--- src/lsd_pkg.sv ---
// Constants and register map of the line supervision debounce block
package lsd_pkg;
  // Geometry
  localparam int NUM_CH = 4; // Channels served
  localparam int NUM_PINS = 15; // Pin inputs passed through synchronisers
  // Pin vector layout
  localparam int PIN_LOOP = 0; // Loop-detect inputs, four bits
  localparam int PIN_AUX = 4; // Auxiliary detect inputs, four bits
  localparam int PIN_GK = 8; // Ground-key samples, four bits
  localparam int PIN_FS = 12; // Frame sync
  localparam int PIN_CS = 13; // Serial chip select, active low
  localparam int PIN_SCLK = 14; // Serial port clock
  // Timing
  localparam int FS_PERIOD_NS = 125000; // Frame sync period
  localparam int MS_NS = 1000000; // Debounce time unit
  localparam int FS_PER_MS = MS_NS / FS_PERIOD_NS; // Frames per millisecond
  localparam int CS_RESET_EDGES = 16; // Serial clock edges for CS reset
  localparam int GK_MAX = 6; // Top of the ground-key counter
  // Register byte addresses
  localparam logic [7:0] ADDR_RT_STATUS = 8'h00; // Status, no side effect
  localparam logic [7:0] ADDR_RT_CLEAR = 8'h04; // Status, read clears irq
  localparam logic [7:0] ADDR_IRQ_MASK = 8'h08; // Mask, write clears irq
  localparam logic [7:0] ADDR_CONFIG = 8'h0C; // Shared configuration
  localparam logic [7:0] ADDR_GK_PERIOD = 8'h10; // Per-channel GK codes
  localparam logic [7:0] ADDR_RAW_DET = 8'h14; // Undebounced detect bits
  localparam logic [7:0] ADDR_TX_ARM = 8'h18; // Transmit change arm bits
  localparam logic [7:0] ADDR_SOFT_RST = 8'h1C; // Any write resets
  // Config field positions
  localparam int CFG_LOOP_LSB = 0; // Loop debounce code, four bits
  localparam int CFG_OPEN_DRAIN = 4; // Interrupt driver type
  localparam int CFG_MUX_EN = 7; // Line multiplex enable
  // Reset values
  localparam logic [3:0] RST_LOOP_CODE = 4'h8; // 8 ms
  localparam logic [7:0] RST_MASK = 8'hFF; // All sources masked
  localparam logic RST_OPEN_DRAIN = 1'b1; // Open drain after reset
endpackage : lsd_pkg

--- src/lsd_top.sv ---
// Debounce filters, status register and interrupt of four line channels
//
// Behaviour
// - Two filters per channel, second input muxed
// - Loop debounce code shared, counters per channel
// - Sample loop each frame; change restarts counter
// - Counter steps per ms; update at code
// - Ground-key counter 0..6, period 1..15 ms
// - High sample increments, low sample decrements
// - Six sets latch, zero clears, else hold
// - Period code zero bypasses the counter
// - Eight-bit status: loop and aux per channel
// - Status readable whatever channels are selected
// - Raw detect register gives undebounced bits
// - Interrupt on unmasked change or armed tx
// - Interrupt holds until cleared; driver selectable
// - Unmasked status bits freeze while pending
// - Clear by clearing read, mask write, reset
// - Difference at clear raises new interrupt
// - Mask register writable and readable
// - Reset by pin, command or long CS
// - Reset clears, masks all, selects open drain
// - Reset loop debounce time is 8 ms
// - Mux enable is config bit seven
//
// Notes
// Pins pass three flops.
// A level counts once the
// second and third agree.
// Frame sync rises give the
// frame tick; a divider
// turns frames into ms.
// Without frame sync only
// bypassed aux filters move.
// Loop filter samples each
// frame; a change restarts
// the channel counter.
// The counter stops at 15.
// Status copies the sample
// once count meets the code.
// Code zero: next frame.
// Aux filter steps once per
// period code in ms.
// Its counter rests at 0
// and 6; 6 sets, 0 clears.
// Code zero: bypass with a
// one-cycle lag.
// Mux enable swaps the aux
// pin for the ground-key.
// Status register: loop at
// bit 2c, aux at 2c+1.
// Unmasked bits freeze
// while an irq is pending.
// Masked bits keep tracking
// the live value.
// A clear that meets a
// difference sets again:
// set wins over clear.
// The host must treat the
// line as a level.
// APB never waits; read
// data is caught in setup.
// Unmapped addresses give
// an error and read zero.
// Soft reset keeps the
// synchronisers as they
// are, so pins need no
// resettle afterwards.
// Clock enable low freezes
// everything, APB too.
`timescale 1ns/1ps
module lsd_top #(
  parameter int FRAMES_PER_MS = lsd_pkg::FS_PER_MS // Frame ticks per ms
) (
  input wire logic I_CLK, // 20 MHz clock
  input wire logic I_RST_B, // Asynchronous reset, active low
  input wire logic I_CE, // Clock enable, freezes all state when low
  input wire logic [lsd_pkg::NUM_CH-1:0] I_LOOP_DET, // Loop-detect pins
  input wire logic [lsd_pkg::NUM_CH-1:0] I_AUX_DET, // Aux detect pins
  input wire logic [lsd_pkg::NUM_CH-1:0] I_GK_SAMPLE, // Ground-key samples
  input wire logic I_FS, // Frame sync pin
  input wire logic I_CS_B, // Serial chip select pin, active low
  input wire logic I_SCLK, // Serial port clock pin
  input wire logic [lsd_pkg::NUM_CH-1:0] I_TX_CHANGE, // Tx data changed
  input wire logic I_PSEL, // APB select
  input wire logic I_PENABLE, // APB enable
  input wire logic I_PWRITE, // APB direction
  input wire logic [7:0] I_PADDR, // APB byte address
  input wire logic [31:0] I_PWDATA, // APB write data
  output logic [31:0] O_PRDATA, // APB read data
  output logic O_PREADY, // APB ready
  output logic O_PSLVERR, // APB error on unmapped address
  output logic O_IRQ_B_O, // Interrupt pin level, active low
  output logic O_IRQ_B_OE // Interrupt pin drive enable
);
  import lsd_pkg::*;

  // Elaboration check on the frame divider
  if (FRAMES_PER_MS < 1 || FRAMES_PER_MS > 256) begin : g_bad_div
    $error("FRAMES_PER_MS must lie in 1..256");
  end

  // Whole state of the block
  typedef struct packed {
    logic [NUM_PINS-1:0] sync1; // First synchroniser stage
    logic [NUM_PINS-1:0] sync2; // Second stage
    logic [NUM_PINS-1:0] sync3; // Third stage
    logic [NUM_PINS-1:0] stab; // Accepted pin levels
    logic [7:0] fs_div; // Frames within the current ms
    logic [NUM_CH-1:0] loop_smp; // Loop input at last frame
    logic [NUM_CH-1:0][3:0] loop_cnt; // Loop debounce counters
    logic [NUM_CH-1:0] loop_stat; // Debounced loop status
    logic [NUM_CH-1:0][3:0] gk_tmr; // Ground-key sample timers
    logic [NUM_CH-1:0][2:0] gk_cnt; // Up/down counters
    logic [NUM_CH-1:0] aux_stat; // Debounced aux status latches
    logic [7:0] rt; // Real-time status register
    logic [7:0] mask; // Interrupt mask, one masks
    logic pend; // Interrupt pending
    logic [3:0] loop_code; // Shared loop debounce code
    logic open_drain; // Interrupt driver type
    logic mux_en; // Line multiplex enable
    logic [NUM_CH-1:0][3:0] gk_code; // Ground-key period codes
    logic [NUM_CH-1:0] tx_arm; // Transmit change arm bits
    logic [4:0] cs_cnt; // Serial clock edges with CS low
    logic [31:0] prdata; // Read data
    logic pslverr; // Error answer
  } lsd_state_t;

  // Value taken on any reset
  function automatic lsd_state_t reset_state();
    lsd_state_t s;
    s = '0;
    s.mask = RST_MASK;
    s.open_drain = RST_OPEN_DRAIN;
    s.loop_code = RST_LOOP_CODE;
    return s;
  endfunction : reset_state

  // Address decode used by both the error answer and the side effects
  function automatic logic addr_mapped(input logic [7:0] a);
    if (a == ADDR_RT_STATUS) begin
      return 1'b1;
    end else if (a == ADDR_RT_CLEAR) begin
      return 1'b1;
    end else if (a == ADDR_IRQ_MASK) begin
      return 1'b1;
    end else if (a == ADDR_CONFIG) begin
      return 1'b1;
    end else if (a == ADDR_GK_PERIOD) begin
      return 1'b1;
    end else if (a == ADDR_RAW_DET) begin
      return 1'b1;
    end else if (a == ADDR_TX_ARM) begin
      return 1'b1;
    end else if (a == ADDR_SOFT_RST) begin
      return 1'b1;
    end else begin
      return 1'b0;
    end
  endfunction : addr_mapped

  lsd_state_t state_reg; // Registered state
  lsd_state_t state_next; // Next state
  logic [1:0] rst_sync_reg; // Reset release synchroniser
  logic rst_b; // Synchronised reset

  // Release reset through two flip-flops; assertion stays asynchronous
  always_ff @(posedge I_CLK or negedge I_RST_B) begin
    if (!I_RST_B) begin
      rst_sync_reg <= 2'b00;
    end else begin
      rst_sync_reg <= {rst_sync_reg[0], 1'b1};
    end
  end
  assign rst_b = rst_sync_reg[1];

  // Combinational helpers
  logic setup_ph; // APB setup cycle
  logic access_ph; // APB access cycle, always completes
  logic wr_ok; // Completing write to a mapped address
  logic rd_ok; // Completing read of a mapped address
  logic fs_tick; // Frame sync rising edge
  logic ms_tick; // One millisecond elapsed
  logic sclk_rise; // Serial clock rising edge
  logic cs_rise; // Chip select returning high
  logic soft_rst; // Command or CS reset
  logic irq_clr; // Interrupt clearing event
  logic pend_kept; // Pending after clear
  logic tx_evt; // Armed transmit change
  logic [7:0] live; // Debounced status feeding the register
  logic [7:0] diff; // Unmasked bits differing from the register
  logic [NUM_CH-1:0] filt_in; // Second filter input per channel
  logic [7:0] rd_val; // Read data for the addressed register

  // Next-state logic
  always_comb begin
    state_next = state_reg;
    setup_ph = I_PSEL & ~I_PENABLE;
    access_ph = I_PSEL & I_PENABLE;
    wr_ok = access_ph & I_PWRITE & addr_mapped(I_PADDR);
    rd_ok = access_ph & ~I_PWRITE & addr_mapped(I_PADDR);

    // Pins pass three stages; a level counts once stages two and three agree
    state_next.sync1 = {I_SCLK, I_CS_B, I_FS, I_GK_SAMPLE, I_AUX_DET,
                        I_LOOP_DET};
    state_next.sync2 = state_reg.sync1;
    state_next.sync3 = state_reg.sync2;
    for (int b = 0; b < NUM_PINS; b++) begin
      if (state_reg.sync2[b] == state_reg.sync3[b]) begin
        state_next.stab[b] = state_reg.sync3[b];
      end
    end

    // Timebase: the filters below depend on frame sync running, except an aux filter bypassed by period code zero
    fs_tick = state_next.stab[PIN_FS] & ~state_reg.stab[PIN_FS];
    ms_tick = 1'b0;
    if (fs_tick) begin
      if (state_reg.fs_div == 8'(FRAMES_PER_MS - 1)) begin
        state_next.fs_div = 8'h00;
        ms_tick = 1'b1;
      end else begin
        state_next.fs_div = state_reg.fs_div + 8'h01;
      end
    end

    // Per-channel filters
    for (int c = 0; c < NUM_CH; c++) begin
      // Loop filter: sample per frame, restart on change
      if (fs_tick) begin
        state_next.loop_smp[c] = state_reg.stab[PIN_LOOP + c];
        if (state_reg.stab[PIN_LOOP + c] != state_reg.loop_smp[c]) begin
          state_next.loop_cnt[c] = 4'h0;
        end else if (ms_tick && state_reg.loop_cnt[c] != 4'hF) begin
          state_next.loop_cnt[c] = state_reg.loop_cnt[c] + 4'h1;
        end
      end
      // Shared code against a private counter
      if (state_reg.loop_cnt[c] >= state_reg.loop_code) begin
        state_next.loop_stat[c] = state_reg.loop_smp[c];
      end

      // Second filter input follows the multiplex enable
      filt_in[c] = state_reg.mux_en ? state_reg.stab[PIN_GK + c]
                                    : state_reg.stab[PIN_AUX + c];
      if (state_reg.gk_code[c] == 4'h0) begin
        // No counter: input straight through
        state_next.aux_stat[c] = filt_in[c];
        state_next.gk_tmr[c] = 4'h0;
      end else if (ms_tick) begin
        if (state_reg.gk_tmr[c] + 4'h1 >= state_reg.gk_code[c]) begin
          state_next.gk_tmr[c] = 4'h0;
          if (filt_in[c] && state_reg.gk_cnt[c] != 3'(GK_MAX)) begin
            state_next.gk_cnt[c] = state_reg.gk_cnt[c] + 3'h1;
          end else if (!filt_in[c] && state_reg.gk_cnt[c] != 3'h0) begin
            state_next.gk_cnt[c] = state_reg.gk_cnt[c] - 3'h1;
          end
        end else begin
          state_next.gk_tmr[c] = state_reg.gk_tmr[c] + 4'h1;
        end
      end
      // Latch set at top, cleared at bottom, held between
      if (state_reg.gk_code[c] != 4'h0) begin
        if (state_reg.gk_cnt[c] == 3'(GK_MAX)) begin
          state_next.aux_stat[c] = 1'b1;
        end else if (state_reg.gk_cnt[c] == 3'h0) begin
          state_next.aux_stat[c] = 1'b0;
        end
      end
      live[2*c] = state_reg.loop_stat[c];
      live[2*c+1] = state_reg.aux_stat[c];
    end

    // Interrupt: freeze unmasked bits while pending, level until cleared
    irq_clr = (rd_ok & (I_PADDR == ADDR_RT_CLEAR))
            | (wr_ok & (I_PADDR == ADDR_IRQ_MASK));
    pend_kept = state_reg.pend & ~irq_clr;
    tx_evt = |(I_TX_CHANGE & state_reg.tx_arm);
    diff = (live ^ state_reg.rt) & ~state_reg.mask;
    if (pend_kept) begin
      // Masked bits keep tracking; unmasked ones stay frozen
      state_next.rt = (state_reg.rt & ~state_reg.mask)
                    | (live & state_reg.mask);
      state_next.pend = 1'b1;
    end else begin
      // A difference at the clear re-raises at once and relatches
      state_next.rt = live;
      state_next.pend = (|diff) | tx_evt;
    end

    // Long chip-select low counts serial clock edges
    sclk_rise = state_next.stab[PIN_SCLK] & ~state_reg.stab[PIN_SCLK];
    cs_rise = state_next.stab[PIN_CS] & ~state_reg.stab[PIN_CS];
    if (state_reg.stab[PIN_CS]) begin
      state_next.cs_cnt = 5'h00;
    end else if (sclk_rise && state_reg.cs_cnt != 5'(CS_RESET_EDGES)) begin
      state_next.cs_cnt = state_reg.cs_cnt + 5'h01;
    end
    soft_rst = (cs_rise && state_reg.cs_cnt == 5'(CS_RESET_EDGES))
             | (wr_ok & (I_PADDR == ADDR_SOFT_RST));

    // Register writes take effect in the access cycle
    if (wr_ok) begin
      if (I_PADDR == ADDR_IRQ_MASK) begin
        state_next.mask = I_PWDATA[7:0];
      end else if (I_PADDR == ADDR_CONFIG) begin
        state_next.loop_code = I_PWDATA[CFG_LOOP_LSB +: 4];
        state_next.open_drain = I_PWDATA[CFG_OPEN_DRAIN];
        state_next.mux_en = I_PWDATA[CFG_MUX_EN];
      end else if (I_PADDR == ADDR_GK_PERIOD) begin
        state_next.gk_code = I_PWDATA[4*NUM_CH-1:0];
      end else if (I_PADDR == ADDR_TX_ARM) begin
        state_next.tx_arm = I_PWDATA[NUM_CH-1:0];
      end
    end

    // Read mux, registered in the setup cycle so data comes from flops
    if (I_PADDR == ADDR_RT_STATUS || I_PADDR == ADDR_RT_CLEAR) begin
      rd_val = state_reg.rt;
    end else if (I_PADDR == ADDR_IRQ_MASK) begin
      rd_val = state_reg.mask;
    end else if (I_PADDR == ADDR_CONFIG) begin
      rd_val = {state_reg.mux_en, 2'b00, state_reg.open_drain,
                state_reg.loop_code};
    end else if (I_PADDR == ADDR_TX_ARM) begin
      rd_val = {4'h0, state_reg.tx_arm};
    end else begin
      rd_val = 8'h00;
    end
    if (setup_ph) begin
      state_next.pslverr = ~addr_mapped(I_PADDR);
      if (I_PADDR == ADDR_GK_PERIOD) begin
        state_next.prdata = {16'h0000, state_reg.gk_code};
      end else if (I_PADDR == ADDR_RAW_DET) begin
        // Raw synchronised levels, no debouncing
        state_next.prdata = {20'h0_0000, state_reg.stab[PIN_AUX +: 4],
                             state_reg.stab[PIN_GK +: 4],
                             state_reg.stab[PIN_LOOP +: 4]};
      end else begin
        state_next.prdata = {24'h00_0000, rd_val};
      end
    end

    // Command or CS reset restores every default except the synchroniser stages and stab
    if (soft_rst) begin
      state_next = reset_state();
      state_next.sync1 = state_reg.sync1;
      state_next.sync2 = state_reg.sync2;
      state_next.sync3 = state_reg.sync3;
      state_next.stab = state_reg.stab;
    end
  end

  // State register; reset loads a constant, CE low freezes everything
  always_ff @(posedge I_CLK or negedge rst_b) begin
    if (!rst_b) begin
      state_reg <= reset_state();
    end else if (I_CE) begin
      state_reg <= state_next;
    end
  end

  // APB answers without wait states
  assign O_PREADY = 1'b1;
  assign O_PRDATA = state_reg.prdata;
  assign O_PSLVERR = state_reg.pslverr & I_PSEL & I_PENABLE;

  // Open drain only pulls low; totem pole drives both levels
  assign O_IRQ_B_O = state_reg.open_drain ? 1'b0 : ~state_reg.pend;
  assign O_IRQ_B_OE = state_reg.open_drain ? state_reg.pend : 1'b1;
endmodule : lsd_top

--- config.mk ---
export PLATFORM = sky130hd
export DESIGN_NAME = lsd_top
export DESIGN_NICKNAME = d
export VERILOG_FILES = /design/src/lsd_pkg.sv /design/src/lsd_top.sv
export SDC_FILE = /design/constraint.sdc
export NUM_CORES = 1
export LEC_CHECK = 0
export BUFFER_PORTS_ARGS = -buffer_cell sky130_fd_sc_hd__buf_2
export CAP_MARGIN = 10
export CORE_ASPECT_RATIO = 1.25
export CORE_UTILIZATION = 58
export CTS_CLUSTER_SIZE = 14
export DETAILED_ROUTE_END_ITERATION = 16
export GPL_TIMING_DRIVEN = 0
export HOLD_SLACK_MARGIN = 0.08
export PLACE_DENSITY = 0.78
export SETUP_SLACK_MARGIN = 0.05
export SLEW_MARGIN = 15
export SYNTH_ARGS = -nofsm -noshare
export SYNTH_HDL_FRONTEND = slang
export SYNTH_SLANG_ARGS = --single-unit
--- constraint.sdc ---
create_clock -name I_CLK -period 14.4 [get_ports I_CLK]
set_input_delay 1.44 -clock I_CLK [delete_from_list [all_inputs] [get_ports I_CLK]]
set_output_delay 1.44 -clock I_CLK [all_outputs]
set_load 0.05 [all_outputs]
# --- After elaboration in Yosys (flattened, before gate mapping) ---
# Index checks and enable logic that the tools add are counted.
totals:
  ff_bits: 207
  word_cells: 372
op_classes:
  n_bitwise: 34
  n_reduce_logical: 103
  add_sub_neg: 18
  muxes: 111
  n_lt_le_gt_ge: 8
  n_eq_ne: 48
ops:
  columns: ["op", "count"]
  rows:
  - ["$mux 145", 1]
  - ["$mux 4", 27]
  - ["$mux 8", 8]
  - ["$mux 3", 20]
  - ["$mux 26", 2]
  - ["$reduce_and 3->1", 17]
  - ["$reduce_bool 3->1", 17]
  - ["$mux 1", 45]
  - ["$mux 33", 1]
  - ["$add 4x1->4 const B", 8]
  - ["$eq 8x5->1 const B", 4]
  - ["$ge 4x4->1", 8]
  - ["$mux 16", 2]
  - ["$reduce_bool 2->1", 16]
  - ["$reduce_and 5->1", 5]
  - ["$and 8x8->8", 3]
  - ["$reduce_and 2->1", 12]
  - ["$mux 20", 1]
  - ["$eq 8x3->1 const B", 2]
  - ["$eq 8x4->1 const B", 2]
  - ["$logic_not 4->1", 4]
  - ["$ne 4x4->1 const B", 4]
  - ["$reduce_bool 4->1", 4]
  - ["$and 1x1->1", 15]
  - ["other kinds (29)", 94]

# --- Logic depth before layout (Yosys ltp) ---
# Gate-level depths: netlist of the first run.
depth:
  depth_word: 16
  ltp_mapped: 9
  depth_no_buf: 9

# --- Worst setup path after synthesis of the first run ---
# OpenSTA, ideal clock, no wires.
synth_path:
  path_kind: "input port to output port"
  startpoint: "input I_PSEL"
  endpoint: "output O_PSLVERR"
  n_path_buf: 0
  cell_stages: 1
  setup_slack_ns: 11.076
  t_required_ns: 12.960
  arrival_ns: 1.884
  cell_sequence: "and3_1"
synth_via:
  elab_chain_len: 2
synth_lines:
  columns: ["element", "line", "source"]
  rows:
  - ["start: declaration", "lsd_top.sv:85", "input wire logic I_PSEL,"]
  - ["$and 1x1->1 (2 in a row)", "lsd_top.sv:365", "assign O_PSLVERR = state_reg.pslverr & I_PSEL & I_PENABLE;"]
  - ["end: declaration", "lsd_top.sv:92", "output logic O_PSLVERR,"]
# No other way between the ends.

# --- Final worst setup path of the first run ---
layout_path:
  startpoint: "input I_PENABLE"
  endpoint: "register state_reg[79] (netlist name)"
layout_via:
  elab_chain_len: 9
  elab_cells_between_ends: 14
  classes_between: "mux: 2; bitwise: 12"
layout_lines:
  columns: ["element", "line", "source"]
  rows:
  - ["start: declaration", "lsd_top.sv:86", "input wire logic I_PENABLE,"]
  - ["$and 1x1->1 *", "lsd_top.sv:199", "access_ph = I_PSEL & I_PENABLE;"]
  - ["$and 1x1->1 (on tied branches) (2 in a row)", "lsd_top.sv:201, lsd_top.sv:200", null]
  - ["$and 1x1->1 (on tied branches)", "lsd_top.sv:274, lsd_top.sv:275", null]
  - ["$or 1x1->1", "lsd_top.sv:275", "| (wr_ok & (I_PADDR == ADDR_IRQ_MASK));"]
  - ["$not 1->1", "lsd_top.sv:276", "pend_kept = state_reg.pend & ~irq_clr;"]
  - ["$and 1x1->1", "lsd_top.sv:276", null]
  - ["$mux 8", "lsd_top.sv:279", "if (pend_kept) begin"]
  - ["$mux 145 *", "lsd_top.sv:344", "if (soft_rst) begin"]
  - ["end signal: assignment", "lsd_top.sv:356", "state_reg <= reset_state();"]
  - ["end signal: assignment", "lsd_top.sv:358", "state_reg <= state_next;"]
  - ["end: declaration", "lsd_top.sv:162", "lsd_state_t state_reg;"]
# Every way passes the cells marked *; elsewhere a longest branch is shown, timed or not.
# A chain may end at the register's enable or synchronous reset.

==> results.json, run 1 <==
{
  "rows": 55,
  "yosys.area.top_type": "dfrtp_1",
  "tns_ns": 0,
  "max_freq_ghz": 0.298,
  "core_area_um2": 18100,
  "synthArstFlopShare": 1.00,
  "fin_crit_sh": 0.233,
  "status": "completed",
  "pwr-share-seq": 0.468,
  "first_iter_violations": 828,
  "final_common_cell": "dfrtp_1",
  "place_congestion": 0.975,
  "syn_inst": 1115,
  "worstSetupEndpointType": "register",
  "dieWidth_um": 124,
  "final_cell_mix": "180 x dfrtp_1, 162 x nand2_1, 113 x o21ai_0",
  "yosysWarnings": 0,
  "final_hold_viol_count": 0,
  "p_int_mw": 0.956,
  "hold_ws_ns": 0.357,
  "cts.clk_slew.worst_paths_ns": 0.07,
  "cts_buffer_depth": 2,
  "firstDrtPassIters": 6,
  "ys_seq_area_frac": 0.447,
  "num_io_pins": 101,
  "largest_reg_flops": 165,
  "setup_viol_count_final": 0,
  "synthToLayoutAreaGrowth_pct": 12.8,
  "critPathSlowestCell": "clkbuf_1",
  "num_vias": 9323,
  "rsz0062_at_grt": "no",
  "cts_setup_buffers": 0,
  "diodes": 0,
  "syn_area_per_cell_um2": 9.61,
  "min_path_type": "reg2reg",
  "fin_skew_ns": 0.0116,
  "clock-root-buffer": "clkbuf_16",
  "grt_use_total": 0.334,
  "layout_min_cycle_time_ns": 3.36,
  "start_util": 0.592,
  "finalMaxSlewViolations": 0,
  "swShare": 0.331,
  "cts_hold_buf": 0,
  "synth_top_area_share": 0.423,
  "port_buffers": 64,
  "cellPowerDensity_nw_per_um2": 118,
  "cts-resized-gates": 0,
  "peakVddDrop_v": 0.0000920,
  "cpPeakStageDelay_ns": 0.49,
  "synth_ff_type": "dfrtp_1",
  "synth.distinct_cells": 84,
  "ant_nets": 0,
  "clock_power_share": 0.348,
  "total_power_mw": 1.43,
  "cts.sinks": 191,
  "slew_headroom": 0.289,
  "synth_edf_count": 0,
  "post-route-drc-count": 0,
  "cts_buffers": 17,
  "viasPerCell": 6.40,
  "cp_top_family": "buffers and inverters",
  "path_cells": "buf_2, and2_1, clkbuf_1, nand4_1, nand2_1, clkbuf_1, clkbuf_1, o2bb2ai_1",
  "critPathLaunchType": "primary input",
  "nets": 1329,
  "synth_seq_cells": 191,
  "dieArea_um2": 19000,
  "drive_above_1_share": 0.163,
  "netSwitchingPower_mw": 0.473,
  "leakage_nw": 5.77,
  "first_global_vias": 9008,
  "htreeDepth": 4,
  "grt_max_degree": 51,
  "crit_fanout": 10,
  "insertion_delay_ns": 0.45,
  "arrival_ns": 3.67,
  "worst_pin_slew_ns": 1.04,
  "syn_area_um2": 10700,
  "overflow": 0,
  "critPathKind": "in2reg",
  "required_ns": 14.71,
  "cts_tree": "done",
  "totalWireLength_um": 30100,
  "p_comb_frac": 0.184,
  "die_h_um": 154,
  "cp_common_cell": "clkbuf_1",
  "maxCapViolations": 0,
  "wl_per_cell_um": 20.7,
  "synthTopCellsByArea": "dfrtp_1 42%, nand2_1 5.7%, o21ai_0 5.3%",
  "antenna_found_initial": 0,
  "grt_pass1_wl_um": 47700,
  "crit_buf_inv": 4,
  "dp_hpwl_um": 21900
}
==> stage by stage <==
| stage | worst slack [ns] | std cells | util | cell area [µm²] |
|---|---|---|---|---|
| floorplan | 8.70 | 1131 | - | 10800 |
| global placement | 6.60 | 1423 | 0.629 | 11400 |
| detailed placement | 10.65 | 1426 | 0.634 | 11500 |
| CTS | 11.05 | 1457 | 0.668 | 12100 |
| global route | 10.89 | 1457 | 0.668 | 12100 |
| finish | 11.04 | 1457 | 0.668 | 12100 |
==> final cells by class <==
| cell class | instances | area, µm² |
|---|---|---|
| Fill cell | 1439 | 6020 |
| Multi-Input combinational cell | 801 | 5270 |
| Sequential cell | 191 | 4800 |
| Buffer | 83 | 502 |
| Clock buffer | 18 | 439 |
| Timing Repair Buffer | 67 | 403 |
| Tap cell | 228 | 285 |
| Inverter | 56 | 210 |
| Clock inverter | 13 | 174 |
==> metal layers <==
metal,part of all wire,GRT usage,vias up
met2,0.48,0.539,464
met3,0.076,0.0697,97
met1,0.39,0.418,4540
li1,-,-,4222
met4,0.050,0.174,0
met5,0,0,-
==> cell usage after synthesis, drive strengths merged (11+ instances only) <==
cell and n:
dfrtp 181, nand2 163, o21ai 118, buf 62, inv 56, a21oi 44, ha 43, nor2 42
a22o 35, nor3 28, clkbuf 21, mux2i 21, nand3 21, xnor2 21, nand4 15, nor4 15
o41ai 14, xor2 14, o31ai 13, a32o 12, nor2b 12, o2bb2ai 11
==> power groups by stage <==
stage / clock network [mW] / logic [mW] / registers, mW
after floorplan: 0 / 0.192 / 0.652
after global placement: 0 / 0.237 / 0.678
after detailed placement: 0 / 0.256 / 0.675
after CTS: 0.495 / 0.259 / 0.665
after global routing: 0.518 / 0.290 / 0.674
final: 0.497 / 0.263 / 0.669
==> cell families after synthesis <==
| family | after synthesis | share of synthesized area |
|---|---|---|
| buf+inv | 139 | 0.0665 |
| simple gates | 352 | 0.165 |
| compound gates | 324 | 0.210 |
| other cells | 2 | 0.000701 |
| flops | 191 | 0.447 |
| mux | 25 | 0.0238 |
| fa+ha+maj | 47 | 0.0577 |
| xor+xnor | 35 | 0.0286 |
==> worst paths after layout <==
| path | startpoint | to | slack, ns | cells after the start |
|---|---|---|---|---|
| min | rst_sync_reg[0] | rst_sync_reg[1] | 0.36 | 0 |
| min in group asynchronous | rst_sync_reg[1] | state_reg[173] | 0.38 | 0 |
| min reg2reg | rst_sync_reg[0] | rst_sync_reg[1] | 0.36 | 0 |
| max reg2reg | state_reg[34] | state_reg[96] | 11.61 | 9 |
| max in group asynchronous | rst_sync_reg[1] | state_reg[73] | 13.04 | 2 |
| max | I_PENABLE | state_reg[79] | 11.04 | 8 |
Note: power is estimated with default switching activity, not from simulation.
==> run 2, diff against run 1 <==
Settings changed: ABC_AREA from default to 1, CORE_UTILIZATION 58 to 54, PLACE_DENSITY 0.78 to 0.77.
Clock period 14.4 ns to 2.8 ns, I/O delays scaled along.
==> run 2 against run 1 <==
Combinational power grew to 5.3 times the previous value. Critical endpoint is now state_reg[90]. Final area increased by 2.9%. Sequential share of layout area down 1.1 points. Die area rose by 7.5%. Setup slack worse by 11 ns. Clock skew rose by 0.0028 ns. Total power rose to 5.2 times the previous value. Flip-flop and latch count stayed put. Largest power group unchanged. Final cell count grew 22%. Non-clock buffer count rose by 14. Wire length is 8.1% lower.
==> results.json, run 2 <==
{
  "syn_inst": 1371,
  "grt_use_total": 0.286,
  "cts_buffer_depth": 2,
  "syn_area_per_cell_um2": 7.83,
  "max_freq_ghz": 0.413,
  "required_ns": 3.18,
  "cts_tree": "done",
  "critPathLaunchType": "register",
  "tns_ns": 0,
  "final_common_cell": "nand2_1",
  "syn_area_um2": 10700,
  "critPathKind": "reg2reg",
  "synthTopCellsByArea": "dfrtp_1 42%, nand2_1 15%, ha_1 5.0%",
  "ant_nets": 0,
  "cts_setup_buffers": 0,
  "cts.sinks": 191,
  "synthArstFlopShare": 1.00,
  "seqCellArea_um2": 4800,
  "rsz0062_at_grt": "no",
  "fin_crit_sh": 0.865,
  "peakVddDrop_v": 0.000473,
  "synth_common_cells": "423 x nand2_1, 181 x dfrtp_1, 118 x inv_1, 102 x o21ai_0, 89 x nand3_1",
  "crit_path_start": "state_reg[101]",
  "final_cell_area_um2": 12400,
  "slew_headroom": 0.495,
  "largest_reg_flops": 165,
  "total_power_mw": 7.44,
  "synth_ff_type": "dfrtp_1",
  "num_vias": 9696,
  "status": "completed",
  "cts_buffers": 17,
  "grt_pass1_wl_um": 45600,
  "core_area_um2": 19500,
  "fillers": 1659,
  "min-delay-start": "I_PWDATA[12]",
  "multiInputGateArea_um2": 5060,
  "synth_top_area_share": 0.422,
  "synth_seq_cells": 191,
  "post-route-drc-count": 0,
  "hold_ws_ns": 0.0933,
  "htreeDepth": 4,
  "final_hold_viol_count": 0,
  "synth_edf_count": 0,
  "dieArea_um2": 20400,
  "worstSetupEndpointType": "register",
  "antenna_found_initial": 0,
  "min_path_type": "in2reg",
  "final_cell_mix": "423 x nand2_1, 180 x dfrtp_1, 118 x inv_1",
  "fin_skew_ns": 0.0144,
  "wl_per_cell_um": 15.6,
  "cts.clk_slew.worst_paths_ns": 0.08,
  "ys_seq_area_frac": 0.446,
  "die_h_um": 160,
  "dp_hpwl_um": 20500,
  "viasPerCell": 5.46,
  "layout_min_cycle_time_ns": 2.42,
  "maxCapViolations": 0,
  "totalWireLength_um": 27700,
  "num_io_pins": 101,
  "grt_max_degree": 58,
  "synth_most_common_cell": "nand2_1",
  "insertion_delay_ns": 0.45,
  "synth.distinct_cells": 40,
  "rows": 57,
  "arrival_ns": 2.81,
  "first_iter_violations": 647,
  "leakage_nw": 6.41,
  "nets": 1611,
  "dieWidth_um": 128,
  "overflow": 0,
  "cts-resized-gates": 0,
  "diodes": 0,
  "place_congestion": 0.938,
  "yosysWarnings": 0,
  "cellPowerDensity_nw_per_um2": 599,
  "start_util": 0.551,
  "clock-root-buffer": "clkbuf_16",
  "port_buffers": 67,
  "worst_pin_slew_ns": 0.757,
  "cts_hold_buf": 23,
  "finalMaxSlewViolations": 0,
  "yosys.area.top_type": "dfrtp_1",
  "firstDrtPassIters": 7,
  "synthToLayoutAreaGrowth_pct": 15.8,
  "drive_above_1_share": 0.141,
  "worstReg2RegStart": "state_reg[101]",
  "setup_viol_count_final": 0,
  "crit_fanout": 5,
  "dpl_cell_area_um2": 11500,
  "first_global_vias": 9255
}
run 2: changes by cell type after synthesis, sizes merged, moves of 14 or more:
cell,before,now
nor2,42,99
nand2,163,427
nand3,21,91
nand4,15,34
clkbuf,21,6
o41ai,14,0
o21ai,118,167
a22o,35,0
inv,56,123
nor4,15,0
mux2i,21,0
run 2: report_power, final:
group | internal, mW | switching, mW | leakage (nW)
clock network | 1.33 | 1.31 | 0.311
logic | 0.523 | 0.877 | 3.59
registers | 3.07 | 0.334 | 2.51
run 2: path summary, 6_finish.rpt:
kind,end,slack (ns),depth (start not counted)
max,state_reg[90],0.38,11
min,state_reg[54],0.09,3
max reg2reg,state_reg[90],0.38,11
min reg2reg,state_reg[123],0.31,0
max in group asynchronous,state_reg[70],1.20,3
min in group asynchronous,rst_sync_reg[1],0.14,2
run 2: cell type report:
type / instances / area share
Timing Repair Buffer: 93 / 0.0521
Multi-Input combinational cell: 1002 / 0.407
Tap cell: 265 / 0.0267
Clock buffer: 17 / 0.0342
Inverter: 123 / 0.0371
Sequential cell: 191 / 0.386
Buffer: 71 / 0.0382
Clock inverter: 15 / 0.0186
run 2: worst max-delay path: stages (launching register included):
cell and delay [ns]:
dfrtp_1 0.46, ha_1 0.24, xor2_1 0.20, ha_1 0.27, nand2_1 0.08, o21bai_1 0.11, nand2_1 0.07, nor2_1 0.33
o21ai_0 0.25, nand2_1 0.20, nand2_1 0.08, nand2_1 0.08
run 2: cells by family (layout without fill, tap and decap cells):
group | count (synthesis) | in the layout | synth area share
adder cells (fa/ha/maj) | 47 | 47 | 0.0576
other | 2 | 18 | 0.000700
AND/OR/NAND/NOR | 680 | 680 | 0.270
flip-flops | 191 | 191 | 0.446
AO/OA/AOI/OAI | 231 | 231 | 0.114
buffers and inverters | 194 | 319 | 0.0873
XOR/XNOR | 26 | 26 | 0.0240
run 2: per-stage QoR:
| step | instances | setup slack [ns] | util |
|---|---|---|---|
| after floorplan | 1387 | 0.828 | - |
| after global placement | 1719 | 0.104 | 0.589 |
| after detailed placement | 1722 | 0.499 | 0.593 |
| after CTS | 1777 | 0.418 | 0.639 |
| after global routing | 1777 | 0.256 | 0.639 |
| final | 1777 | 0.379 | 0.639 |
run 2: layer usage:
metal  GRT usage  vias to the layer above  part of all wire
li1            -                     4678                 -
met1       0.341                     4609              0.40
met2       0.482                      307              0.49
met3      0.0446                      102             0.046
met4       0.178                        0             0.057
met5           0                        -                 0
==> run 3, diff against run 2 <==
Settings changed: CELL_PAD_IN_SITES_DETAIL_PLACEMENT from default to 1, CELL_PAD_IN_SITES_GLOBAL_PLACEMENT from default to 1, CORE_UTILIZATION 54 to 40, PLACE_DENSITY 0.77 to default, PLACE_DENSITY_LB_ADDON from default to 0.1.
==> run 3 against run 2 <==
Wire length is 18% higher. Setup slack lost 0.093 ns. Clock power decreased by 7%. Clock skew barely moved. Maximum frequency is 3.7% lower. Critical path type unchanged. Largest cell class unchanged. Largest power group unchanged. Highest routed layer unchanged.
==> results.json, run 3 (same netlist as run 2, synthesis figures left out) <==
{
  "htreeDepth": 4,
  "hold_ws_ns": 0.0914,
  "grt_pass1_wl_um": 53900,
  "cts_buffers": 17,
  "largest_reg_flops": 165,
  "fin_skew_ns": 0.0149,
  "cts_buffer_depth": 2,
  "cts.clk_slew.worst_paths_ns": 0.08,
  "overflow": 0,
  "totalWireLength_um": 32800,
  "status": "completed",
  "dieWidth_um": 149,
  "final_cell_mix": "423 x nand2_1, 180 x dfrtp_1, 118 x inv_1",
  "clock-root-buffer": "clkbuf_16",
  "post-route-drc-count": 0,
  "port_buffers": 67,
  "die_h_um": 185,
  "setup_viol_count_final": 0,
  "final_util": 0.475,
  "rsz0062_at_grt": "no",
  "diodes": 0,
  "synthToLayoutAreaGrowth_pct": 16.0,
  "finalMaxSlewViolations": 0,
  "ant_nets": 0,
  "first_iter_violations": 400,
  "critPathLaunchType": "register",
  "final_common_cell": "nand2_1",
  "required_ns": 3.13,
  "final_hold_viol_count": 0,
  "leakage_nw": 6.38,
  "drive_above_1_share": 0.140,
  "arrival_ns": 2.85,
  "critPathKind": "reg2reg",
  "start_util": 0.410,
  "cellPowerDensity_nw_per_um2": 587,
  "firstDrtPassIters": 4,
  "fillers": 3228,
  "peakVddDrop_v": 0.000366,
  "seqCellArea_um2": 4800,
  "nets": 1611,
  "insertion_delay_ns": 0.46,
  "min_path_type": "in2reg",
  "multiInputGateArea_um2": 5060,
  "num_vias": 9671,
  "max_freq_ghz": 0.398,
  "cts_tree": "done",
  "setup_ws_ns": 0.286,
  "dieArea_um2": 27500,
  "antenna_found_initial": 0,
  "dp_worst_setup_slack_ns": 0.285,
  "dp_hpwl_um": 24800,
  "rows": 66,
  "place_congestion": 0.862,
  "worstSetupEndpointType": "register",
  "worst_pin_slew_ns": 0.802,
  "crit_fanout": 5,
  "cts.sinks": 191,
  "slew_headroom": 0.465,
  "core_area_um2": 26200,
  "grt_use_total": 0.256,
  "grt_max_degree": 58,
  "wl_per_cell_um": 17.7,
  "tns_ns": 0,
  "fin_crit_sh": 0.898,
  "num_io_pins": 101,
  "first_global_vias": 10100,
  "viasPerCell": 5.22,
  "layout_min_cycle_time_ns": 2.51,
  "total_power_mw": 7.30,
  "maxCapViolations": 0
}
-- run 3: cell count changes in the layout (fill, tap and decap cells not counted), sizes merged --
cell	change
inv	+2
bufinv	-1
clkinv	-2
clkbuf	+1
-- run 3: final timing paths --
kind,startpoint,end,slack [ns],cells past startpoint
hold reg to reg,rst_sync_reg[1],state_reg[124],0.31,0
max in group asynchronous,rst_sync_reg[1],state_reg[59],1.17,3
min in group asynchronous,I_RST_B,rst_sync_reg[1],0.14,2
setup / recovery,state_reg[105],state_reg[93],0.29,11
setup reg to reg,state_reg[105],state_reg[93],0.29,11
hold / removal,I_PWDATA[12],state_reg[54],0.09,3
-- run 3: cell type report --
type                    count  share of cell area
plain buffers              71              0.0382
multi-input cells        1002               0.407
flip-flops and latches    191               0.385
inverters                 123              0.0371
clock buffers              18              0.0345
repair buffers             93              0.0521
well taps                 340              0.0342
clock inverters            14              0.0118
-- run 3: layer usage --
layer	share of wire	track usage	vias to the layer above	routed length, µm
met4	0.037	0.131	0	1220
met5	0	0	-	0
met2	0.52	0.461	145	17000
met1	0.42	0.300	4769	13700
met3	0.027	0.0286	68	893
li1	-	-	4689	-
-- run 3: repair_timing --
action                                 CTS  global route
gates resized for setup                  0             0
hold buffers                            23             0
setup buffers                            0             0
endpoints found under the hold margin   24             0
-- run 3: report_power, final --
group	total [mW]	internal (mW)	leakage (nW)	switching, mW
combinational	1.43	0.524	3.59	0.906
sequential	3.42	3.07	2.51	0.346
clock	2.45	1.19	0.282	1.26
total	7.30	4.79	6.38	2.51
-- run 3: critical path: stages, from the launching register on --
cell,delay [ns]
dfrtp_1,0.44
ha_1,0.23
xor2_1,0.17
ha_1,0.29
nand2_1,0.06
o21bai_1,0.16
nand2_1,0.07
nor2_1,0.08
o21ai_0,0.54
nand2_1,0.21
nand2_1,0.10
nand2_1,0.05
-- run 3: through the flow --
stage	area, µm²	std cells
after CTS	12400	1852
after global routing	12400	1852
after global placement	11600	1794
after floorplan	10800	1387
final	12400	1852
after detailed placement	11600	1797
